### src/tpc_pkg.sv
// Notes on behaviour
// - end-punch pulse also marks tape advance start.
// - data-out pulse loads buffer in chosen mode.
// - data-out clears buffer-free flag; busy while clear.
// - data-out sets cycle-pending flag.
// - data-out and advance-end retrigger motor delay.
// - sync pulses ignored until motor at speed, except feed-end, which still retriggers the motor delay.
// - start-punch sets hole drive if pending, spun up.
// - hole drive punches buffered data onto tape.
// - end-punch sets tape advance; advance moves tape.
// - end-punch clears hole drive, which clears pending; here pending stays set while another line is queued or being staged.
// - synced end-punch sets buffer-free, dropping busy.
// - synced end-punch raises the flag request.
// - advance-end clears advance; next cycle may start.
// - delay timeout drops motor run, motor coasts.
// - manual advance runs motor; end-punch then advances.
// - alarm sounds buzzer, lamp; error flag next transfer.
// - acknowledge silences buzzer, lamp and flag stay.
// - corrected plus reset clears lamp; flag on connect.
// - tape-low alarms but does not block punching.
// - supply fail or tape end blocks, motor stops; here they leave the motor running until the delay times out.
// - lubrication timer shuts machine off after interval.
// - motor stops five seconds after last transfer.
// - six data bits per line of tape.
package tpc_pkg;

  localparam int unsigned CLK_HZ = 200_000_000;
  localparam int unsigned DATA_W = 6;
  localparam int unsigned LINE_W = DATA_W + 1;
  localparam int unsigned FIFO_DEPTH = 8;

  // times in their own units
  localparam longint unsigned SPINUP_MS = 1000;
  localparam longint unsigned HOLD_MS = 5000;
  localparam longint unsigned LUBE_LIMIT_MIN = 270;
  localparam longint unsigned LUBE_ADVISE_MIN = 240;

  // derived cycle counts (all exact at this rate)
  localparam longint unsigned SPINUP_CYC = (SPINUP_MS * CLK_HZ + 999) / 1000;
  localparam longint unsigned HOLD_CYC = HOLD_MS * CLK_HZ / 1000;
  localparam longint unsigned LUBE_LIMIT_CYC = LUBE_LIMIT_MIN * 60 * CLK_HZ;
  localparam longint unsigned LUBE_ADVISE_CYC = LUBE_ADVISE_MIN * 60 * CLK_HZ;

  localparam int unsigned TIMER_W = 30;
  localparam int unsigned LUBE_W = 42;
  typedef logic [TIMER_W-1:0] tpc_timer_t;
  typedef logic [LUBE_W-1:0] tpc_lube_t;

  localparam logic ALARM_SW_ACK = 1'h1;
  localparam logic RST_BUFFER_FREE = 1'h1;

  typedef enum logic [1:0] {
    TPC_MOTOR_OFF = 2'b00,
    TPC_MOTOR_SPINUP = 2'b01,
    TPC_MOTOR_RATED = 2'b10
  } tpc_motor_t;

endpackage
### src/tpc_perforator_ctrl.sv
`timescale 1ns/1ps

module tpc_fifo #(
  parameter int unsigned WIDTH = 7,
  parameter int unsigned DEPTH = 8
) (
  // clock and reset
  input wire logic mclk,
  input wire logic resetn,
  // filling side
  input wire logic in_valid,
  output logic in_ready,
  input wire logic [WIDTH-1:0] in_data,
  // draining side
  output logic out_valid,
  input wire logic out_ready,
  output logic [WIDTH-1:0] out_data
);

  localparam int unsigned AW = (DEPTH > 1) ? $clog2(DEPTH) : 1;
  // count is one bit wider than the pointers so full and empty differ
  localparam logic [AW:0] FULL_CNT = (AW+1)'(DEPTH);

  typedef struct packed {
    logic [DEPTH-1:0][WIDTH-1:0] mem;
    logic [AW-1:0] wr_ptr;
    logic [AW-1:0] rd_ptr;
    logic [AW:0] count;
  } tpc_fifo_state_t;

  tpc_fifo_state_t q;
  tpc_fifo_state_t d;
  logic push;
  logic pop;

  function automatic logic [AW-1:0] ptr_next(input logic [AW-1:0] p);
    if (p == AW'(DEPTH - 1)) begin
      ptr_next = '0;
    end else begin
      ptr_next = p + AW'(1);
    end
  endfunction

  assign in_ready = (q.count != FULL_CNT);
  assign out_valid = (q.count != '0);
  assign out_data = q.mem[q.rd_ptr];

  always_comb begin
    d = q;
    push = in_valid & in_ready;
    pop = out_valid & out_ready;
    if (push) begin
      d.mem[q.wr_ptr] = in_data;
      d.wr_ptr = ptr_next(q.wr_ptr);
    end
    if (pop) begin
      d.rd_ptr = ptr_next(q.rd_ptr);
    end
    case ({push, pop})
      2'b10: d.count = q.count + (AW+1)'(1);
      2'b01: d.count = q.count - (AW+1)'(1);
      default: d.count = q.count;
    endcase
  end

  always_ff @(posedge mclk or negedge resetn) begin
    if (!resetn) begin
      q <= '0;
    end else begin
      q <= d;
    end
  end

endmodule // tpc_fifo

module tpc_perforator_ctrl #(
  parameter longint unsigned SPINUP_CYCLES = tpc_pkg::SPINUP_CYC,
  parameter longint unsigned HOLD_CYCLES = tpc_pkg::HOLD_CYC,
  parameter longint unsigned LUBE_LIMIT_CYCLES = tpc_pkg::LUBE_LIMIT_CYC,
  parameter longint unsigned LUBE_ADVISE_CYCLES = tpc_pkg::LUBE_ADVISE_CYC,
  parameter int unsigned FIFO_DEPTH = tpc_pkg::FIFO_DEPTH
) (
  // clock and reset
  input wire logic mclk,
  input wire logic resetn,
  // computer side, same clock
  input wire logic buffer_clear_pulse,
  input wire logic data_out_pulse,
  input wire logic [tpc_pkg::DATA_W-1:0] data_in,
  input wire logic seventh_hole_mode,
  input wire logic connect_pulse,
  output logic busy_level,
  output logic raise_flag_pulse,
  output logic alarm_error_flag,
  output logic xfer_ready,
  // mechanism sync pickups, asynchronous
  input wire logic start_punch_sync,
  input wire logic end_punch_sync,
  input wire logic end_feed_sync,
  // panel switches and sensors, asynchronous
  input wire logic manual_feed_sw,
  input wire logic alarm_switch,
  input wire logic tape_low_level,
  input wire logic supply_fail,
  input wire logic end_of_tape,
  input wire logic lube_reset_sw,
  // mechanism drive
  output logic motor_run,
  output logic hole_drive,
  output logic [tpc_pkg::LINE_W-1:0] punch_data,
  output logic tape_advance,
  // operator indication
  output logic alarm_lamp,
  output logic alarm_buzzer,
  output logic lube_due
);

  localparam int unsigned LW = tpc_pkg::LINE_W;
  localparam tpc_pkg::tpc_timer_t SPINUP_LOAD = tpc_pkg::tpc_timer_t'(SPINUP_CYCLES);
  localparam tpc_pkg::tpc_timer_t HOLD_LOAD = tpc_pkg::tpc_timer_t'(HOLD_CYCLES);
  localparam tpc_pkg::tpc_lube_t LUBE_LIMIT = tpc_pkg::tpc_lube_t'(LUBE_LIMIT_CYCLES);
  localparam tpc_pkg::tpc_lube_t LUBE_ADVISE = tpc_pkg::tpc_lube_t'(LUBE_ADVISE_CYCLES);
  // local copy of the queue fill, wide enough to hold the full count
  localparam int unsigned CW = $clog2(FIFO_DEPTH + 1);
  localparam logic [CW-1:0] LINES_FULL = CW'(FIFO_DEPTH);

  typedef struct packed {
    // [0] first stage, [1] second stage, [2] edge history
    logic [2:0] sp_sync;
    logic [2:0] ep_sync;
    logic [2:0] ef_sync;
    logic [1:0] feed_sw_sync;
    logic [1:0] alarm_sw_sync;
    logic [1:0] tape_low_sync;
    logic [1:0] supply_sync;
    logic [1:0] eot_sync;
    logic [1:0] lube_rst_sync;
    logic [LW-1:0] load_word;
    logic push_pend;
    logic buffer_free;
    logic busy;
    logic cycle_pending;
    logic hole_drive;
    logic tape_advance;
    logic [LW-1:0] hole_word;
    logic [LW-1:0] punch_data;
    tpc_pkg::tpc_motor_t motor;
    tpc_pkg::tpc_timer_t hold_cnt;
    tpc_pkg::tpc_timer_t spin_cnt;
    tpc_pkg::tpc_lube_t lube_cnt;
    logic motor_run;
    logic raise_flag;
    logic alarm_latched;
    logic alarm_error;
    logic alarm_lamp;
    logic alarm_buzzer;
    logic lube_due;
    logic xfer_ready;
    logic [CW-1:0] lines;
  } tpc_state_t;

  // buffer starts free so the first transfer is not held off
  localparam tpc_state_t RESET_STATE = '{
    buffer_free: tpc_pkg::RST_BUFFER_FREE,
    busy: ~tpc_pkg::RST_BUFFER_FREE,
    motor: tpc_pkg::TPC_MOTOR_OFF,
    default: '0
  };

  tpc_state_t q;
  tpc_state_t d;

  logic fifo_in_ready;
  logic fifo_out_valid;
  logic [LW-1:0] fifo_out_data;
  logic fifo_pop;

  // rising edge seen between the second stage and the history flop
  function automatic logic sync_rise(input logic [2:0] s);
    sync_rise = s[1] & ~s[2];
  endfunction

  logic sp_ev;
  logic ep_ev;
  logic ef_ev;
  logic at_speed;
  logic blocked;
  logic shutdown;
  logic alarm_cause;
  logic retrigger;
  logic hole_set;
  logic hole_fall;
  logic feed_sw;

  tpc_fifo #(
    .WIDTH(LW),
    .DEPTH(FIFO_DEPTH)
  ) u_fifo (
    .mclk(mclk),
    .resetn(resetn),
    .in_valid(q.push_pend),
    .in_ready(fifo_in_ready),
    .in_data(q.load_word),
    .out_valid(fifo_out_valid),
    .out_ready(fifo_pop),
    .out_data(fifo_out_data)
  );

  always_comb begin
    d = q;

    // pins enter through two flops; logic reads stage [1] and, for edges, the history bit [2]
    d.sp_sync = {q.sp_sync[1:0], start_punch_sync};
    d.ep_sync = {q.ep_sync[1:0], end_punch_sync};
    d.ef_sync = {q.ef_sync[1:0], end_feed_sync};
    d.feed_sw_sync = {q.feed_sw_sync[0], manual_feed_sw};
    d.alarm_sw_sync = {q.alarm_sw_sync[0], alarm_switch};
    d.tape_low_sync = {q.tape_low_sync[0], tape_low_level};
    d.supply_sync = {q.supply_sync[0], supply_fail};
    d.eot_sync = {q.eot_sync[0], end_of_tape};
    d.lube_rst_sync = {q.lube_rst_sync[0], lube_reset_sw};

    sp_ev = sync_rise(q.sp_sync);
    ep_ev = sync_rise(q.ep_sync);
    ef_ev = sync_rise(q.ef_sync);
    feed_sw = q.feed_sw_sync[1];
    at_speed = (q.motor == tpc_pkg::TPC_MOTOR_RATED);

    // tape low only warns; supply or tape-end failures block the punch
    blocked = q.supply_sync[1] | q.eot_sync[1];
    shutdown = (q.lube_cnt >= LUBE_LIMIT);
    alarm_cause = q.tape_low_sync[1] | blocked | shutdown;

    // staging word: clear pulse empties it, data-out ORs the line in
    if (buffer_clear_pulse) begin
      d.load_word = '0;
    end
    if (data_out_pulse) begin
      d.load_word = (buffer_clear_pulse ? '0 : q.load_word)
                    | {seventh_hole_mode, data_in};
      d.push_pend = 1'h1;
    end else if (q.push_pend && fifo_in_ready) begin
      d.push_pend = 1'h0;
    end

    // variable delay: each transfer or feed end restarts it
    // a held feed switch keeps retriggering, so the motor stops under it only on lubrication shutdown
    retrigger = data_out_pulse | ef_ev | feed_sw;
    // an expired lubrication timer overrides every restart source
    if (shutdown) begin
      d.hold_cnt = '0;
    end else if (retrigger) begin
      d.hold_cnt = HOLD_LOAD;
    end else if (q.hold_cnt != '0) begin
      d.hold_cnt = q.hold_cnt - tpc_pkg::tpc_timer_t'(1);
    end
    d.motor_run = (d.hold_cnt != '0);

    // spin-up delay before syncs count
    case (q.motor)
      tpc_pkg::TPC_MOTOR_OFF: begin
        d.spin_cnt = SPINUP_LOAD;
        if (q.motor_run) begin
          d.motor = tpc_pkg::TPC_MOTOR_SPINUP;
        end
      end
      tpc_pkg::TPC_MOTOR_SPINUP: begin
        if (!q.motor_run) begin
          d.motor = tpc_pkg::TPC_MOTOR_OFF;
        end else if (q.spin_cnt <= tpc_pkg::tpc_timer_t'(1)) begin
          d.motor = tpc_pkg::TPC_MOTOR_RATED;
        end else begin
          d.spin_cnt = q.spin_cnt - tpc_pkg::tpc_timer_t'(1);
        end
      end
      tpc_pkg::TPC_MOTOR_RATED: begin
        if (!q.motor_run) begin
          d.motor = tpc_pkg::TPC_MOTOR_OFF;
        end
      end
      default: begin
        d.motor = tpc_pkg::TPC_MOTOR_OFF;
      end
    endcase

    // hole drive: start-punch with a pending line, not blocked
    hole_set = sp_ev & at_speed & q.cycle_pending & ~q.hole_drive & ~q.tape_advance
               & fifo_out_valid & ~blocked;
    hole_fall = ep_ev & at_speed & q.hole_drive;
    fifo_pop = hole_set;
    if (hole_set) begin
      d.hole_drive = 1'h1;
      d.hole_word = fifo_out_data;
    end else if (hole_fall) begin
      d.hole_drive = 1'h0;
    end

    // fill mirror: ready must fall in the cycle the last slot fills, not one later
    if (q.push_pend && fifo_in_ready && !fifo_pop) begin
      d.lines = q.lines + CW'(1);
    end else if (fifo_pop && !(q.push_pend && fifo_in_ready)) begin
      d.lines = q.lines - CW'(1);
    end
    d.xfer_ready = (d.lines != LINES_FULL) & ~d.push_pend;

    // pending: a new transfer wins over the clear from the falling hole drive
    if (data_out_pulse) begin
      d.cycle_pending = 1'h1;
    end else if (hole_fall) begin
      // a line still being staged into the queue keeps the cycle pending
      d.cycle_pending = fifo_out_valid | q.push_pend;
    end

    // the end-punch pulse doubles as start of feed
    if (ep_ev && at_speed && (q.hole_drive || (feed_sw && !blocked))) begin
      d.tape_advance = 1'h1;
    end else if (ef_ev && at_speed) begin
      d.tape_advance = 1'h0;
    end

    d.punch_data = d.hole_drive ? d.hole_word : '0;

    // buffer-free: the set from the synced end-punch wins over data-out
    if (ep_ev && at_speed) begin
      d.buffer_free = 1'h1;
    end else if (data_out_pulse) begin
      d.buffer_free = 1'h0;
    end
    d.busy = ~d.buffer_free;
    d.raise_flag = ep_ev & at_speed;

    // lubrication hours count only while the motor turns
    if (q.lube_rst_sync[1]) begin
      d.lube_cnt = '0;
    end else if (q.motor_run && !shutdown) begin
      d.lube_cnt = q.lube_cnt + tpc_pkg::tpc_lube_t'(1);
    end
    d.lube_due = (d.lube_cnt >= LUBE_ADVISE);

    // alarm latch survives acknowledge; only reset with cause gone frees it
    d.alarm_latched = alarm_cause
                      | (q.alarm_latched & (q.alarm_sw_sync[1] == tpc_pkg::ALARM_SW_ACK));
    d.alarm_lamp = d.alarm_latched;
    d.alarm_buzzer = d.alarm_latched
                     & (q.alarm_sw_sync[1] != tpc_pkg::ALARM_SW_ACK);

    // error flag: set at the next transfer, cleared only by connect
    if (data_out_pulse && q.alarm_latched) begin
      d.alarm_error = 1'h1;
    end else if (connect_pulse) begin
      d.alarm_error = 1'h0;
    end
  end

  always_ff @(posedge mclk or negedge resetn) begin
    if (!resetn) begin
      q <= RESET_STATE;
    end else begin
      q <= d;
    end
  end

  assign busy_level = q.busy;
  assign raise_flag_pulse = q.raise_flag;
  assign alarm_error_flag = q.alarm_error;
  assign xfer_ready = q.xfer_ready;
  assign motor_run = q.motor_run;
  assign hole_drive = q.hole_drive;
  assign punch_data = q.punch_data;
  assign tape_advance = q.tape_advance;
  assign alarm_lamp = q.alarm_lamp;
  assign alarm_buzzer = q.alarm_buzzer;
  assign lube_due = q.lube_due;

endmodule // tpc_perforator_ctrl

### config.mk
export PLATFORM = sky130hd
export DESIGN_NAME = tpc_perforator_ctrl
export DESIGN_NICKNAME = d
export VERILOG_FILES = /design/src/tpc_pkg.sv /design/src/tpc_perforator_ctrl.sv
export SDC_FILE = /design/constraint.sdc
export NUM_CORES = 1
export LEC_CHECK = 0
export ABC_CLOCK_PERIOD_IN_PS = 3700
export CORE_ASPECT_RATIO = 1.4
export CORE_MARGIN = 10
export CORE_UTILIZATION = 26
export CTS_CLUSTER_DIAMETER = 50
export CTS_CLUSTER_SIZE = 8
export DETAILED_ROUTE_END_ITERATION = 10
export DONT_BUFFER_PORTS = 1
export PLACE_DENSITY_LB_ADDON = 0.1
export SYNTH_ARGS = -nofsm -noshare
export SYNTH_HDL_FRONTEND = slang
export SYNTH_HIERARCHICAL = 1
export SYNTH_SLANG_ARGS = --single-unit
### constraint.sdc
create_clock -name mclk -period 3.7 [get_ports mclk]
set_input_delay 0.37 -clock mclk [delete_from_list [all_inputs] [get_ports mclk]]
set_output_delay 0.37 -clock mclk [all_outputs]
set_load 0.01 [all_outputs]
==> results.md <==
* Worst-margin pin slew at 0.8807 ns
* IO Pins at 38
* Final Util at 31.47%
* CP max-delay cell: or4_1
* Area occupied by registers at 5732 sq um
* Yosys cell types at 72
* Clock skew at 0.01719 ns
* CP most frequent cell: o21ai_0
* Worst min path class: in -> async
* Initial core utilization at 26.43%
* Gr ovfl total at 0
* Clock sinks at 229
* Synth area leaders: dfrtp_1 51%, mux2_2 6.6%, xnor2_1 4.3%, nor2_1 3.6%, nand2_1 2.9%
* Number of cells produced by synthesis at 1031
* Post-CTS Hold Fix Bufs at 26
* Largest family of logic cells by synthesized area: simple AND/OR/NAND/NOR gates
* Clock Tree Root: clkbuf_16
* Avg Synthesized Cell Area at 10.85 sq um
* CTS buffer count at 39
* Sequential area share after synthesis at 51.25%
* Largest net degree at the start of global routing at 230
* Most common library cells after synthesis: 228 x dfrtp_1, 106 x nor2_1, 85 x nand2_1
* Multi-input logic area at 5079 sq um
* Complex-gate fraction of the synthesized area at 7.115%
* DRT iter0 DRCs at 330
* Dpl hpwl at 19620 um
* Seq pwr share at 41.7%
* Number of post-CTS setup repair buffers at 0
* Initial antenna violation count at 0
* Clock Tree Buf Depth at 3
* Adder-cell share of the synthesized area at 1.566%
* Std-Cell Rows at 89
* Top achievable clock speed at 0.3069 GHz
* WS Path Type: reg -> reg
* Post-Syn Nets at 1066
* Final setup fails at 0
* Simple-Gate Fraction of Synth Area at 20.19%
* Post-route clock period utilization at 88.08%
* Worst EP required at 4.09 ns
* Synth top area share at 51.01%
* Drt pass-1 iters at 4
* Antenna Nets Post-Route at 0
* XOR/XNOR share of the synthesized area at 6.265%
* Count leader, synth: dfrtp_1
* CP Capture Type: flip-flop
* Crit start category: flip-flop
* Number of global-route vias before repair at 8403
* Top FF cell, synth: dfrtp_1
* Diode count at 0
* WP buf/inv at 0
* Cells resized by post-CTS repair at 0
* Reg2Reg Setup Slack at 0.44 ns
* Core box area at 42320 sq um
* Sw Ratio at 25.44%
* DIE AREA at 51830 sq um
* Synthesized flop and latch total at 229
* Layout area overhead at 19.06%
* First-pass GRT wire length at 47600 um
* Pleak at 5.449 nW
* Outcome: finished with violations
* CTS tree: done
* Die width at 195.3 um
* Setup TNS at 0 ns
* Pint at 5.715 mW
* Crit path largest cell delay at 0.70 ns
* Later-pin clock latency in the skew report at 0.53 ns
* Die height at 265.4 um
* CP Cell Sequence: or3_1, a21oi_1, o21ai_1, or4_1, o31a_1, o21ai_0, a21boi_0, o21ai_0, o31ai_1
* Clock power share at 44.3%
* Gate power share at 14.0%
* Routed WL at 29620 um
* Htree depth at 2
* Maxcap violations at 0
* Hold Vio Cnt, Final at 229
* Critical path arrival at 3.65 ns
* Slew Limit Fails at 0
* Vias at 7801
* Slew Limit Headroom at 41.29%
* Post-synth top area cell: dfrtp_1
* IO buf count at 0
* Routability Congestion at 0.7719
* Post-synth EDFFs at 0
* Post-synthesis mux area share at 10.22%
* Switching power at 1.950 mW
* Delay-heaviest family, CP: compound AO/OA/AOI/OAI gates
* Hold slack final at -0.4353 ns
* Avg WL per Cell at 17.98 um
* Worst-path fanout max at 7
* Layout cells sized above 1 at 17.24%
* Clock-pin slew on the worst setup and hold paths at 0.05 ns
* Unrepaired setup endpoints after global routing: false
* Routed vias/inst at 4.734
* Synth warnings at 6
* Cell Area, Synth at 11180 sq um
* Minimum clock period at 3.259 ns
* VDD IR max at 0.3148 mV
* Power Density at 575.6 nW/um^2
* Failing checks: hold timing
* FFs w/ async S/R, synth at 100.0%
* DRC at 0
* Fill count at 4306
* Final nets at 1121
* GRT Overall Usage at 11.37%
-- power by group through the flow --
| stage | sequential [mW] | clock, mW | combinational, mW |
|---|---|---|---|
| 6_report | 3.20 | 3.39 | 1.08 |
| 4_1_cts | 3.20 | 3.53 | 1.10 |
| 2_1_floorplan | 3.10 | 0 | 0.956 |
| 3_5_place_dp | 3.23 | 0 | 1.07 |
| 3_3_place_gp | 3.23 | 0 | 1.05 |
| 5_1_grt | 3.25 | 3.61 | 1.19 |
-- logic make-up (layout without fill, tap and decap cells) --
logic type | Yosys count | after routing
AOI/OAI and AO/OA | 125 | 125
and+or+nand+nor | 414 | 414
xor gates and xnor gates | 80 | 80
adders and majority gates | 14 | 14
buffers and inverters | 81 | 152
muxes | 88 | 88
DFF | 229 | 229
-- path summary, 6_finish.rpt --
kind                                       start                  to  depth (start not counted)
worst max-delay path             q[47]$_DFF_PN0_  lube_due$_DFF_PN0_                          9
worst min-delay path                      resetn   q[74]$_DFFE_PN0P_                          0
worst max register to register   q[47]$_DFF_PN0_  lube_due$_DFF_PN0_                          9
worst min register to register  d[148]$_DFF_PN0_    q[148]$_DFF_PN0_                          0
max in group asynchronous                 resetn     q[91]$_DFF_PN0_                          0
min in group mclk                 data_out_pulse    q[104]$_DFF_PN0_                          3
-- through the flow --
step / total power [mW] / cell area, sq um / worst slack (ns) / instances
floorplan: 4.057 / 11180 / 0.4149 / 1031
global placement: 4.283 / 11870 / 0.5029 / 1565
detailed placement: 4.307 / 11870 / 0.4545 / 1565
CTS: 7.826 / 13320 / 0.4329 / 1648
global route: 8.049 / 13320 / 0.1090 / 1648
finish: 7.665 / 13320 / 0.4411 / 1648
-- cell usage in the layout, fill, tap and decap left out, types with 5 or more instances in the layout --
cell type	Yosys	final
ha_1	14	14
clkinv_2	0	7
or3_1	19	19
nor3_1	43	42
and3_1	12	12
mux2_2	66	66
a21oi_1	38	38
dfrtp_1	228	228
nand2_1	85	85
nor4b_1	5	5
a31oi_1	5	5
buf_4	8	32
nor4_1	21	21
dlygate4sd3_1	0	26
nor2b_1	17	17
mux4_2	14	14
inv_1	36	36
xor2_1	25	25
nor2_1	106	106
clkbuf_16	0	40
nand4_1	20	20
xnor2_1	55	55
and2_1	11	11
or4_1	13	13
a21o_1	5	5
nand3_1	23	23
o21ai_0	37	37
-- flip-flops by register name, summed over array words and instances, names as in the netlist --
register and cells:
alarm_error_flag 1, hole_drive 1, xfer_ready 1, lube_due 1, tape_advance 1, raise_flag_pulse 1
u_fifo/q 66, alarm_buzzer 1, alarm_lamp 1, feed_sw 1, busy_level 1, d 12
motor_run 1, q 133, punch_data 7
-- per-layer routing --
| layer | vias up | routed length [um] | global-route usage, % |
|---|---|---|---|
| met5 | - | 0 | 0 |
| met4 | 0 | 721 | 3.846 |
| li1 | 3763 | - | - |
| met3 | 50 | 1255 | 2.467 |
| met2 | 116 | 15140 | 20.03 |
| met1 | 3872 | 12510 | 13.36 |
-- area by class of cell --
cell class	instances	share of cell area, %
clock buffers	44	7.705
clock inverters	13	1.184
inverters	37	1.043
multi-input cells	721	38.14
flip-flops and latches	229	43.04
well taps	546	5.130
repair buffers	58	3.758
(Power assumes the default switching activity.)
